File: config.mk
export PLATFORM = sky130hd
export DESIGN_NAME = nibble_bus_host
export DESIGN_NICKNAME = d
export VERILOG_FILES = /design/src/verilog/xpd_pkg.sv /design/src/verilog/timer_if.sv /design/src/verilog/cycle_timer.sv /design/src/verilog/nibble_bus_host.sv
export SDC_FILE = /design/constraint.sdc
export NUM_CORES = 1
export LEC_CHECK = 0
export BUFFER_PORTS_ARGS = -buffer_cell sky130_fd_sc_hd__buf_4
export CAP_MARGIN = 5
export CORE_MARGIN = 5
export CORE_UTILIZATION = 50
export DETAILED_ROUTE_END_ITERATION = 12
export PLACE_DENSITY = 0.72
export SYNTH_ARGS = -nofsm -noshare
export SYNTH_HDL_FRONTEND = slang
export SYNTH_HIERARCHICAL = 1
export SYNTH_SLANG_ARGS = --single-unit
File: constraint.sdc
create_clock -name core_clk -period 2 [get_ports core_clk]
set_clock_uncertainty 0.15 [all_clocks]
set_input_delay 0.6 -clock core_clk [delete_from_list [all_inputs] [get_ports core_clk]]
set_output_delay 0.6 -clock core_clk [all_outputs]
set_load 0.01 [all_outputs]
File: src/verilog/xpd_pkg.sv
// Constants, encodings and timing for the nibble bus host controller.
// Assumes a single 10 MHz core clock; all pin timing is counted in its cycles.
// Function
// Expander offers four 4-bit bidirectional ports reached over one shared nibble bus.
// Command, port select and data all travel only on the four nibble bus lines.
// Command and port select stand on the bus at the strobe falling edge.
// Write data stands valid on the bus at the strobe rising edge.
// With unit select high the expander ignores the strobe entirely.
// Each port is input, tri-stated in read mode, or a latched output.
// A read tri-states the selected port; otherwise it drives its latch.
// Writes replace, AND or OR the new nibble into the port latch.
// Strobe stays low at least 400 ns in every transfer.
// Command upper bits are the operation, lower bits the port number.
// A read floats the port; the strobe rise ends it and frees the bus.
// First read of a port after a write is discarded by the host.
// After power-on all ports float until the first strobe falling edge.
// Expander drives the bus only from read decode to strobe rise.
package xpd_pkg;

  localparam int CLK_FREQ_HZ = 10_000_000;
  localparam int CLK_PERIOD_NS = 1_000_000_000 / CLK_FREQ_HZ;

  // Pin timing in ns
  localparam int SEL_SETUP_NS = 50;
  localparam int SEL_HOLD_NS = 50;
  localparam int CODE_SETUP_NS = 100;
  localparam int CODE_HOLD_NS = 60;
  localparam int DATA_SETUP_NS = 140;
  localparam int DATA_HOLD_NS = 20;
  localparam int STROBE_LOW_NS = 400;
  localparam int READ_ACCESS_NS = 500;
  localparam int READ_FLOAT_NS = 150;

  function automatic int imax(input int a, input int b);
    return (a > b) ? a : b;
  endfunction

  // Least times round up, never below one cycle
  function automatic int cyc_up(input int ns);
    return imax(1, (ns + CLK_PERIOD_NS - 1) / CLK_PERIOD_NS);
  endfunction

  localparam int SETUP_CYC = imax(cyc_up(SEL_SETUP_NS), cyc_up(CODE_SETUP_NS));
  localparam int HOLD_CYC = cyc_up(CODE_HOLD_NS);
  localparam int STROBE_LOW_CYC = cyc_up(STROBE_LOW_NS);
  // Low phase covers the pulse minimum, read access and write data setup
  localparam int LOW_TOTAL_CYC = imax(imax(STROBE_LOW_CYC, cyc_up(READ_ACCESS_NS)),
                                      HOLD_CYC + cyc_up(DATA_SETUP_NS));
  localparam int LOW_CYC = LOW_TOTAL_CYC - HOLD_CYC;
  localparam int END_CYC = imax(imax(cyc_up(DATA_HOLD_NS), cyc_up(READ_FLOAT_NS)),
                                cyc_up(SEL_HOLD_NS));

  localparam int TMR_W = 3;
  typedef logic [TMR_W-1:0] tmr_t;
  // Timer loads hold the phase length minus one
  localparam tmr_t SETUP_LD = tmr_t'(SETUP_CYC - 1);
  localparam tmr_t HOLD_LD = tmr_t'(HOLD_CYC - 1);
  localparam tmr_t LOW_LD = tmr_t'(LOW_CYC - 1);
  localparam tmr_t END_LD = tmr_t'(END_CYC - 1);

  // Command nibble: operation in the upper pair, port in the lower pair
  localparam int CMD_OP_MSB = 3;
  localparam int CMD_OP_LSB = 2;
  localparam int CMD_PORT_MSB = 1;
  localparam int CMD_PORT_LSB = 0;
  localparam logic [1:0] OP_READ = 2'h0;
  localparam logic [1:0] OP_DIRECT = 2'h1;
  localparam logic [1:0] OP_OR = 2'h2;
  localparam logic [1:0] OP_AND = 2'h3;

  localparam int NUM_PORTS = 4;
  localparam logic [3:0] NIBBLE_ZERO = 4'h0;
  localparam logic [3:0] CNT_ONE = 4'h1;
  localparam logic [3:0] CNT_MAX = 4'hf;

  typedef enum logic [2:0] {
    ST_IDLE = 3'h0,
    ST_SETUP = 3'h1,
    ST_HOLD = 3'h3,
    ST_LOW = 3'h2,
    ST_END = 3'h6
  } state_e;

endpackage

File: src/verilog/timer_if.sv
// Load and expiry handshake between the controller and its phase timer.
// Assumes both ends run on core_clk.
`timescale 1ns/1ns
`default_nettype none
interface timer_if;
  import xpd_pkg::*;
  logic load;
  tmr_t count;
  logic expired;
  modport ctrl (output load, output count, input expired);
  modport tmr (input load, input count, output expired);
endinterface
`default_nettype wire

File: src/verilog/cycle_timer.sv
// Down counter that marks the end of a bus phase.
// Assumes load values are the phase length minus one.
`timescale 1ns/1ns
`default_nettype none
module cycle_timer
  import xpd_pkg::*;
(
  // Clock and reset
  input wire logic core_clk,
  input wire logic rst,
  // Controller side
  timer_if.tmr t
);

  typedef struct packed {
    tmr_t cnt;
  } tmr_s;

  tmr_s q;
  tmr_s d;

  always_comb begin
    d = q;
    if (t.load) begin
      d.cnt = t.count;
    end else if (q.cnt != '0) begin
      d.cnt = q.cnt - tmr_t'(1);
    end
  end

  always_ff @(posedge core_clk or posedge rst) begin
    if (rst) begin
      q <= '0;
    end else begin
      q <= d;
    end
  end

  // Expiry looks at the count only; the controller decides its load from it,
  // so folding the load back in here would close a combinational loop
  assign t.expired = (q.cnt == '0);

endmodule
`default_nettype wire

File: src/verilog/nibble_bus_host.sv
// Host controller that drives a four-port nibble bus I/O expander.
// Assumes the expander pins are wired directly; bus input is synchronous to core_clk.
`timescale 1ns/1ns
`default_nettype none
module nibble_bus_host
  import xpd_pkg::*;
(
  // Clock and reset
  input wire logic core_clk,
  input wire logic rst,
  // User request
  input wire logic req,
  input wire logic [1:0] req_op,
  input wire logic [1:0] req_port,
  input wire logic [3:0] req_data,
  // User answer
  output logic busy,
  output logic done,
  output logic [3:0] rd_data,
  // Expander pins
  output logic transfer_strobe_n,
  output logic unit_select_n,
  output logic [3:0] host_nibble_bus_o,
  output logic host_nibble_bus_oe_n,
  input wire logic [3:0] host_nibble_bus_i
);

  typedef struct packed {
    state_e st;
    logic strobe_n;
    logic sel_n;
    logic [3:0] bus_o;
    logic bus_oe_n;
    logic busy;
    logic done;
    logic [3:0] rdata;
    logic [1:0] op;
    logic [1:0] port;
    logic [3:0] wdata;
    logic [NUM_PORTS-1:0] written;
    logic dummy;
    logic [3:0] low_cnt;
  } ctl_s;

  localparam ctl_s CTL_RESET = '{
    st: ST_IDLE, strobe_n: 1'b1, sel_n: 1'b1, bus_o: NIBBLE_ZERO, bus_oe_n: 1'b1,
    busy: 1'b0, done: 1'b0, rdata: NIBBLE_ZERO, op: OP_READ, port: 2'h0,
    wdata: NIBBLE_ZERO, written: '0, dummy: 1'b0, low_cnt: NIBBLE_ZERO};

  ctl_s q;
  ctl_s d;
  timer_if tif ();

  cycle_timer u_timer (
    .core_clk(core_clk),
    .rst(rst),
    .t(tif.tmr)
  );

  always_comb begin
    d = q;
    d.done = 1'b0;
    tif.load = 1'b0;
    tif.count = '0;
    // Strobe low width kept for checking; saturates
    if (q.strobe_n) begin
      d.low_cnt = NIBBLE_ZERO;
    end else if (q.low_cnt != CNT_MAX) begin
      d.low_cnt = q.low_cnt + CNT_ONE;
    end
    case (q.st)
      ST_IDLE: begin
        if (req) begin
          d.op = req_op;
          d.port = req_port;
          d.wdata = req_data;
          d.busy = 1'b1;
          // A read of a port whose last transfer was a write gets a throwaway pass first
          d.dummy = (req_op == OP_READ) && q.written[req_port];
          d.sel_n = 1'b0;
          d.bus_o = {req_op, req_port};
          d.bus_oe_n = 1'b0;
          d.st = ST_SETUP;
          tif.load = 1'b1;
          tif.count = SETUP_LD;
        end
      end
      ST_SETUP: begin
        if (tif.expired) begin
          d.strobe_n = 1'b0;
          d.st = ST_HOLD;
          tif.load = 1'b1;
          tif.count = HOLD_LD;
        end
      end
      ST_HOLD: begin
        if (tif.expired) begin
          if (q.op == OP_READ) begin
            d.bus_oe_n = 1'b1;
          end else begin
            d.bus_o = q.wdata;
          end
          d.st = ST_LOW;
          tif.load = 1'b1;
          tif.count = LOW_LD;
        end
      end
      ST_LOW: begin
        if (tif.expired) begin
          d.strobe_n = 1'b1;
          if (q.op == OP_READ && !q.dummy) begin
            d.rdata = host_nibble_bus_i;
          end
          // Any read leaves the port floating; a write leaves it driving
          d.written[q.port] = (q.op != OP_READ);
          d.st = ST_END;
          tif.load = 1'b1;
          tif.count = END_LD;
        end
      end
      ST_END: begin
        if (tif.expired) begin
          if (q.dummy) begin
            d.dummy = 1'b0;
            d.bus_o = {q.op, q.port};
            d.bus_oe_n = 1'b0;
            d.st = ST_SETUP;
            tif.load = 1'b1;
            tif.count = SETUP_LD;
          end else begin
            // Select drops only after data hold and expander float time
            d.sel_n = 1'b1;
            d.bus_oe_n = 1'b1;
            d.busy = 1'b0;
            d.done = 1'b1;
            d.st = ST_IDLE;
          end
        end
      end
      default: begin
        d = CTL_RESET;
      end
    endcase
  end

  always_ff @(posedge core_clk or posedge rst) begin
    if (rst) begin
      q <= CTL_RESET;
    end else begin
      q <= d;
    end
  end

  // Expander leaves its power-on state at the first fall; nothing to do here
  assign busy = q.busy;
  assign done = q.done;
  assign rd_data = q.rdata;
  assign transfer_strobe_n = q.strobe_n;
  assign unit_select_n = q.sel_n;
  assign host_nibble_bus_o = q.bus_o;
  assign host_nibble_bus_oe_n = q.bus_oe_n;
endmodule
`default_nettype wire

==> results of run 1 <==
flip-flops by register name (all words and copies together), names as in the netlist:
name and cells:
host_nibble_bus_oe_n 1, rd_data 4, busy 1, transfer_strobe_n 1, u_timer/q 3, done 1
unit_select_n 1, host_nibble_bus_o 4, q 16
cell usage after synthesis, types with 2 or more instances:
cell / number
nor2b_1: 6
buf_4: 8
a22oi_1: 12
o22ai_1: 2
nand2_1: 11
nor3_1: 2
mux2_1: 6
dfstp_2: 3
nand2b_1: 6
o2bb2ai_1: 5
nor4b_1: 2
clkbuf_1: 3
o31ai_1: 4
inv_1: 10
a21oi_1: 12
ha_1: 2
or3b_1: 2
a22o_1: 4
and2_1: 3
o21ai_1: 3
dfrtp_1: 29
o21ai_0: 16
nor2_1: 8
nand3_1: 2
buf_2: 8
and3_1: 2
worst max path at each step:
stage / startpoint / to / cells past startpoint
2_1_floorplan: u_timer/q[0]$_DFFE_PP0P_ / host_nibble_bus_o[0]$_DFFE_PP0P_ / 9
3_3_place_gp: u_timer/q[1]$_DFFE_PP0P_ / host_nibble_bus_o[2]$_DFFE_PP0P_ / 8
3_5_place_dp: u_timer/q[1]$_DFFE_PP0P_ / q[5]$_DFFE_PP0P_ / 10
4_1_cts: u_timer/q[1]$_DFFE_PP0P_ / host_nibble_bus_o[2]$_DFFE_PP0P_ / 8
5_1_grt: u_timer/q[1]$_DFFE_PP0P_ / host_nibble_bus_o[3]$_DFFE_PP0P_ / 8
6_report: u_timer/q[1]$_DFFE_PP0P_ / host_nibble_bus_o[2]$_DFFE_PP0P_ / 8
layout make-up:
class                      count  share of cell area
tap                           46             0.02364
clock buffer                   6             0.01696
sequential                    32              0.3309
multi-input combinational    128              0.4008
timing repair buffer          63              0.1953
inverter                      11             0.01799
clock inverter                 2             0.01439
cells by family after synthesis:
family          Yosys count  synth area share
xor+xnor                  1          0.004828
compound gates           67            0.2497
fa+ha+maj                 2           0.01379
flops                    32            0.4435
buf+inv                  30           0.08414
mux                       7           0.04965
simple gates             50            0.1524
other cells               1          0.002067
metrics by stage:
step	hold WS (ns)	cells	cell area [um2]	total power [uW]
2_1_floorplan	0.2036	190	1853	2353
3_3_place_gp	0.3324	271	2198	2895
3_5_place_dp	0.3372	271	2198	3014
4_1_cts	0.3284	284	2354	3669
5_1_grt	0.3294	288	2435	4159
6_report	0.3375	288	2435	3885
worst max-delay path, stage by stage, from the launching register on:
cell      delay (ns)
dfrtp_1         0.38
inv_2           0.07
ha_4            0.17
nand2b_4        0.08
inv_4           0.05
nand2b_4        0.12
a222oi_1        0.40
a21o_2          0.23
mux2_4          0.31
routing by layer:
metal | part of all wire | vias up | track usage | wire, um
li1 | - | 779 | - | -
met1 | 0.43 | 804 | 0.2799 | 2130
met4 | 0.018 | 0 | 0.08936 | 90
met5 | 0 | - | 0 | 0
met2 | 0.49 | 59 | 0.3358 | 2394
met3 | 0.061 | 8 | 0.06026 | 298
power groups by stage:
stage / clock [uW] / combinational, uW / sequential (uW)
2_1_floorplan: 0 / 1290 / 1070
3_5_place_dp: 0 / 1860 / 1150
5_1_grt: 524 / 2440 / 1200
4_1_cts: 493 / 2030 / 1140
6_report: 485 / 2240 / 1160
3_3_place_gp: 0 / 1760 / 1130
repair_timing:
action                                  CTS  global route
pin swaps                                 3             2
endpoints found under the setup margin   16            16
setup buffers                             4             4
hold endpoints to repair                  3             0
hold buffers                              1             0
resized for setup                         8            16
==> results.cfg, run 1 <==
[run_status]
status = finished, violations left
violations = negative setup slack

[sta]
slew_violations = 0
hold_viol = 0
fin_tns_setup_ns = -0.2669
grt_setup_unrepaired = yes
fin_crit_ns = 2.067
setup_ws_ns = -0.06683
fmax_ghz = 0.4838
fin_crit_sh = 1.033
setup_viol = 5

[floorplanning]
core_area_mm2 = 0.003416
io_pins = 28
die_h_um = 70.24
die_w_um = 70.24
dieArea_mm2 = 0.004933
initial_core_util = 0.5311
num_rows = 21

[setup_path]
crit_type = reg2reg
critPathLaunchType = flop
crit_fanout = 6
reg2reg_depth = 8
worstPathRequired_ns = 2.09
reg2reg_from = u_timer/q[1]$_DFFE_PP0P_
end_kind = flop
r2r-end = host_nibble_bus_o[2]$_DFFE_PP0P_
arrival_ns = 2.15
r2r_slack_ns = -0.07

[drt]
vias = 1650
drtPass1Iterations = 4
via_per_inst = 5.729
drc_errors = 0
ant_nets = 0
drtIter0Drc = 123
wl_per_cell_um = 17.06
wirelength_um = 4913

[power]
p_clk_frac = 0.125
p_int_uw = 2323
p_sw_uw = 1561
leakage_uw = 0.001135
p_per_area_mw_per_mm2 = 1596
p_comb_frac = 0.576
switching_share = 0.4019
irDropWorstVdd_uv = 1052
sequentialPowerShare = 0.299

[job]
cap_violations = 0

[logic_synthesis]
synth_top_flop_cell = dfrtp_1
synthesis.nets = 207
synthDistinctLibCells = 45
synthArstFlopShare = 1.000
synth-edff-count = 0
yosys.area.top_type = dfrtp_1
ys_seq_elements = 32
synth_seq_area_share = 0.4434
yosysTopAreaCellShare = 0.4000
syn_avg_cell_area_um2 = 9.549
synth_area_mm2 = 0.001814
syn-instance-count = 190
yosysWarnings = 6
yosys-top-cells-area = dfrtp_1 40%, a22oi_1 5.0%, o21ai_0 4.4%, dfstp_2 4.3%, mux2_1 3.7%

[cts]
clkSlewWorstSetupHoldPaths_ns = 0.10
cts_tree = yes
htree_levels = 2
cts-root-buf = clkbuf_4
clockBufferDepth = 2
numCtsBuffers = 5
clk-insertion-delay-late_ns = 0.34
cts.sinks = 32

[global_route]
grt_pass1_vias = 1726
grt.total_usage = 0.2153
grt_max_degree = 30
grt_pass1_wl_um = 8369
antenna_found_initial = 0
overflow = 0

[finish]
multi_input_area_um2 = 975.9
diodes = 0
final_common_cell = buf_4
final_cell_mix = 62 x buf_4, 28 x dfrtp_1, 12 x a22oi_1, 12 x o21ai_0, 11 x nand2_1
regArea_um2 = 805.8
nNetsFinal = 258
final_core_util = 0.7128
syn_to_final_growth_pct = 34.21
drive_above_1_share = 0.4215
fillCellCount = 272

[hold_path]
min_from = host_nibble_bus_i[2]
whs_path_depth = 2
holdPathEnd = rd_data[2]$_DFFE_PP0P_
hp-class = in2reg

[placement]
io_buffers = 27
post-place-ws_ns = -0.1431
place_congestion = 0.9207
post-dp-hpwl_um = 3406
Note: power is estimated with default switching activity, not from simulation.
==> run 2, diff against run 1 <==
--- a/config.mk
+++ b/config.mk
@@ -7,6 +7,7 @@
 export LEC_CHECK = 0
 export BUFFER_PORTS_ARGS = -buffer_cell sky130_fd_sc_hd__buf_4
 export CAP_MARGIN = 5
+export CORE_ASPECT_RATIO = 1.1
 export CORE_MARGIN = 5
 export CORE_UTILIZATION = 50
 export DETAILED_ROUTE_END_ITERATION = 12
==> run 2 against run 1 <==
Via count rose by 1.3%; the flow still finishes with violations (negative setup slack); register-to-register slack got worse by 0.02 ns; core utilization fell by 0.49 points; critical path type unchanged; hold slack got worse by 0.30 ns.
==> results.cfg, run 2 (synthesis gave the netlist of run 1 again) <==
[drt]
drc_errors = 0
wirelength_um = 4900
drtIter0Drc = 135
drtPass1Iterations = 7
ant_nets = 0
vias = 1672
via_per_inst = 5.746
wl_per_cell_um = 16.84

[power]
irDropWorstVdd_uv = 944.6
leakage_uw = 0.001164
p_per_area_mw_per_mm2 = 1624
power.total_uw = 4101

[global_route]
grt_max_degree = 19
grt_pass1_wl_um = 7617
grt_pass1_vias = 1664
antenna_found_initial = 0
overflow = 0
grt.total_usage = 0.2037

[setup_path]
crit_chain = inv_2, ha_4, nand2b_4, inv_4, nand2b_4, a222oi_1, a21o_2, mux2_4
critical-path-top-delay-family = compound AO/OA/AOI/OAI gates
crit_type = reg2reg
worstPathRequired_ns = 2.02
crit_path_max_incr_delay_ns = 0.41
crit_fanout = 4
arrival_ns = 2.10
end_kind = flop
critPathLaunchType = flop
cpMaxStageDelayCell = a222oi_1
crit_top_cell = nand2b_4
critPathBufInv = 2

[run_status]
violations = negative setup slack
status = finished, violations left

[finish]
syn_to_final_growth_pct = 39.24
fillCellCount = 278
diodes = 0
drive_above_1_share = 0.4398
largest-register = q
instances_no_fill = 291
nNetsFinal = 257
largest_reg_flops = 16
final_common_cell = buf_4
final_cell_mix = 59 x buf_4, 29 x dfrtp_1, 16 x o21ai_0

[cts]
clockBufferDepth = 2
clk-insertion-delay-late_ns = 0.28
numCtsBuffers = 5
cts.sinks = 32
cts_tree = yes
cts_hold_buf = 0
clkSlewWorstSetupHoldPaths_ns = 0.06
htree_levels = 2
cts-root-buf = clkbuf_8

[sta]
slew_violations = 0
setup_viol = 7
fin_crit_ns = 2.086
grt_setup_unrepaired = yes
setup_ws_ns = -0.08592
whs_ns = 0.03767
relSlewSlack = 0.6569
fin_tns_setup_ns = -0.3329
fin_crit_sh = 1.043
tightest_slew_ns = 0.5141
hold_viol = 0
fmax_ghz = 0.4794

[placement]
post-dp-hpwl_um = 3426
io_buffers = 27
place_congestion = 0.9072
post-place-ws_ns = -0.2256
placed_cells = 273

[floorplanning]
io_pins = 28
core_area_mm2 = 0.003568
dieArea_mm2 = 0.004935
die_w_um = 67.44
num_rows = 23
die_h_um = 73.18
initial_core_util = 0.5084

[hold_path]
hp-class = in2async

[job]
cap_violations = 0
## run 2: cell types whose count changed in the layout (fill, tap and decap cells not counted), moves of 3 or more
cell | previous run | this run
nor2b_1 | 6 | 2
o21ai_1 | 6 | 3
o21ai_0 | 12 | 16
buf_4 | 62 | 59
clkbuf_4 | 5 | 0
nor2b_2 | 0 | 3
clkbuf_8 | 0 | 7
## run 2: power by group
part	total (uW)	switching (uW)	internal, uW
clock	667	228	439
sequential	1160	245	917
combinational	2270	1090	1190
total	4100	1560	2540
## run 2: final timing paths
path,slack [ns],to,cells after the start,start
max,-0.09,host_nibble_bus_o[2]$_DFFE_PP0P_,8,u_timer/q[0]$_DFFE_PP0P_
min,0.04,u_timer/q[2]$_DFFE_PP0P_,2,rst
max reg2reg,-0.09,host_nibble_bus_o[2]$_DFFE_PP0P_,8,u_timer/q[0]$_DFFE_PP0P_
min reg2reg,0.35,rd_data[0]$_DFFE_PP0P_,1,rd_data[0]$_DFFE_PP0P_
max in group asynchronous,1.02,host_nibble_bus_o[2]$_DFFE_PP0P_,3,rst
min in group core_clk,0.35,rd_data[0]$_DFFE_PP0P_,1,rd_data[0]$_DFFE_PP0P_
## run 2: through the flow
stage               utilization  cell area (um2)
finish                   0.7079             2526
global route             0.7079             2526
CTS                      0.6753             2410
detailed placement       0.6168             2201
global placement         0.6168             2201
floorplan                     -             1853
## run 2: layout make-up
class,count,area (um2),share of cell area
Clock inverter,1,30.03,0.01189
Timing Repair Buffer,62,485.5,0.1922
Clock buffer,7,96.34,0.03814
Sequential cell,32,804.5,0.3185
Multi-Input combinational cell,128,1003,0.3972
Inverter,11,43.79,0.01734
Tap cell,50,62.56,0.02476
## run 2: routing by layer
metal / GRT usage / vias up / routed length [um]
met3: 0.05855 / 8 / 298
met4: 0.06081 / 0 / 46
li1: - / 776 / -
met1: 0.2453 / 820 / 2020
met2: 0.3493 / 68 / 2535
met5: 0 / - / 0
## run 2: what timing repair did
| item | 4_1_cts | 5_1_grt |
|---|---|---|
| pin swaps | 5 | 6 |
| endpoints found under the setup margin | 8 | 8 |
| buffers inserted | 3 | 7 |
| gates resized for setup | 13 | 15 |
==> run 3, diff against run 2 <==
--- a/config.mk
+++ b/config.mk
@@ -9,9 +9,9 @@
 export CAP_MARGIN = 5
 export CORE_ASPECT_RATIO = 1.1
 export CORE_MARGIN = 5
-export CORE_UTILIZATION = 50
+export CORE_UTILIZATION = 30
 export DETAILED_ROUTE_END_ITERATION = 12
-export PLACE_DENSITY = 0.72
+export PLACE_DENSITY = 0.46
 export SYNTH_ARGS = -nofsm -noshare
 export SYNTH_HDL_FRONTEND = slang
 export SYNTH_HIERARCHICAL = 1
==> constraint.sdc (replaced) <==
create_clock -name core_clk -period 2.1 [get_ports core_clk]
set_clock_uncertainty 0.15 [all_clocks]
set_input_delay 0.63 -clock core_clk [delete_from_list [all_inputs] [get_ports core_clk]]
set_output_delay 0.63 -clock core_clk [all_outputs]
set_load 0.01 [all_outputs]
==> run 3 against run 2 <==
The flow now finishes without violations; critical path depth unchanged; wire length decreased by 5.4%; via count decreased by 8.7%; cell area decreased by 9.0%; register-to-register slack improved by 0.13 ns; combinational power decreased by 25%; die area increased by 56%; clock power decreased by 27%; count of clock-buffer cells in the layout increased by 1; non-clock buffer count decreased by 16; maximum frequency increased by 1.4%; critical path type unchanged; critical endpoint is now host_nibble_bus_o[1]$_DFFE_PP0P_; largest cell class unchanged; largest power group unchanged.
==> results.cfg, run 3 (synthesis gave the netlist of run 1 again) <==
[setup_path]
end_kind = flop
worstPathRequired_ns = 2.11
critPathLaunchType = flop
critical-path-top-delay-family = compound AO/OA/AOI/OAI gates
cpMaxStageDelayCell = dfrtp_1
crit_top_cell = nand2b_4
crit_fanout = 7
crit_type = reg2reg
crit_path_max_incr_delay_ns = 0.39
crit_chain = inv_2, ha_4, nand2b_4, inv_4, nand2b_4, a222oi_1, a21o_2, mux2_4
arrival_ns = 2.07
critPathBufInv = 2

[placement]
place_congestion = 0.7960
io_buffers = 27
post-dp-hpwl_um = 3351
place_area_mm2 = 0.002125
placed_cells = 291

[cts]
cts_hold_buf = 0
clockBufferDepth = 2
cts.sinks = 32
numCtsBuffers = 5
cts-root-buf = clkbuf_8
cts_tree = yes
htree_levels = 2
clk-insertion-delay-late_ns = 0.28
clkSlewWorstSetupHoldPaths_ns = 0.07

[finish]
drive_above_1_share = 0.3378
final_cell_mix = 46 x buf_4, 28 x dfrtp_1, 16 x o21ai_0
instances_no_fill = 302
final_common_cell = buf_4
syn_to_final_growth_pct = 26.76
design_area_mm2 = 0.002300
largest_reg_flops = 16
diodes = 0
largest-register = q
nNetsFinal = 241

[floorplanning]
initial_core_util = 0.3106
core_area_mm2 = 0.005842
die_w_um = 84.15
num_rows = 29
io_pins = 28
die_h_um = 91.56
dieArea_mm2 = 0.007704

[sta]
fin_crit_sh = 0.9797
grt_setup_unrepaired = yes
fin_crit_ns = 2.057
setup_viol = 0
fmax_ghz = 0.4861
fin_tns_setup_ns = 0
hold_viol = 0
slew_violations = 0
whs_ns = 0.06649

[drt]
wirelength_um = 4634
drtIter0Drc = 59
drc_errors = 0
drtPass1Iterations = 5
via_per_inst = 5.056
wl_per_cell_um = 15.34
vias = 1527
ant_nets = 0

[global_route]
grt_max_degree = 30
grt.total_usage = 0.1257
grt_pass1_vias = 1569
grt_pass1_wl_um = 7755
overflow = 0
antenna_found_initial = 0

[power]
leakage_uw = 0.001042
irDropWorstVdd_uv = 478.9
power.total_uw = 3328
p_per_area_mw_per_mm2 = 1447

[job]
cap_violations = 0

[hold_path]
hp-class = in2async

[run_status]
status = finished, final reports clean
## run 3: where the power goes
part	switching (uW)	leakage (uW)	internal, uW	total, uW
clock	221	0.0000455	267	488
sequential	266	0.000389	874	1140
combinational	826	0.000607	874	1700
total	1310	0.00104	2010	3330
## run 3: what timing repair did
action / in CTS / in global routing
buffers inserted: 1 / 2
pin swaps: 2 / 3
gates resized for setup: 8 / 7
setup endpoints to repair: 13 / 13
## run 3: worst register-to-register path, cell delays in order (launching register included)
cell	delay [ns]
dfrtp_1	0.39
inv_2	0.07
ha_4	0.17
nand2b_4	0.08
inv_4	0.05
nand2b_4	0.12
a222oi_1	0.36
a21o_2	0.22
mux2_4	0.32
## run 3: metrics by stage
step / utilization / worst slack [ns]
floorplan: - / 0.006387
global placement: 0.3637 / 0.009064
detailed placement: 0.3637 / -0.04591
CTS: 0.3860 / 0.02229
global route: 0.3937 / -0.02826
finish: 0.3937 / 0.04261
## run 3: path summary, 6_finish.rpt
kind | from | to | slack [ns] | cells after the start
setup / recovery | u_timer/q[1]$_DFFE_PP0P_ | host_nibble_bus_o[1]$_DFFE_PP0P_ | 0.04 | 8
hold / removal | rst | u_timer/q[2]$_DFFE_PP0P_ | 0.07 | 2
setup reg to reg | u_timer/q[1]$_DFFE_PP0P_ | host_nibble_bus_o[1]$_DFFE_PP0P_ | 0.04 | 8
hold reg to reg | rd_data[1]$_DFFE_PP0P_ | rd_data[1]$_DFFE_PP0P_ | 0.36 | 1
max in group asynchronous | rst | host_nibble_bus_oe_n$_DFFE_PP1P_ | 1.18 | 3
min in group core_clk | rd_data[1]$_DFFE_PP0P_ | rd_data[1]$_DFFE_PP0P_ | 0.36 | 1
## run 3: metal layers
metal,wire (um),vias to the layer above,share of wire,GRT usage
met4,76,0,0.016,0.05630
met1,2027,747,0.44,0.1535
met2,2363,30,0.51,0.2072
met5,0,-,0,0
li1,-,743,-,-
met3,167,7,0.036,0.03258
## run 3: cell type report
| cell class | count | area, um2 |
|---|---|---|
| clock buffer | 8 | 90.09 |
| fill | 603 | 3542 |
| inverter | 11 | 43.79 |
| multi-input combinational | 128 | 918.4 |
| sequential | 32 | 805.8 |
| tap | 77 | 96.34 |
| timing repair buffer | 46 | 345.3 |
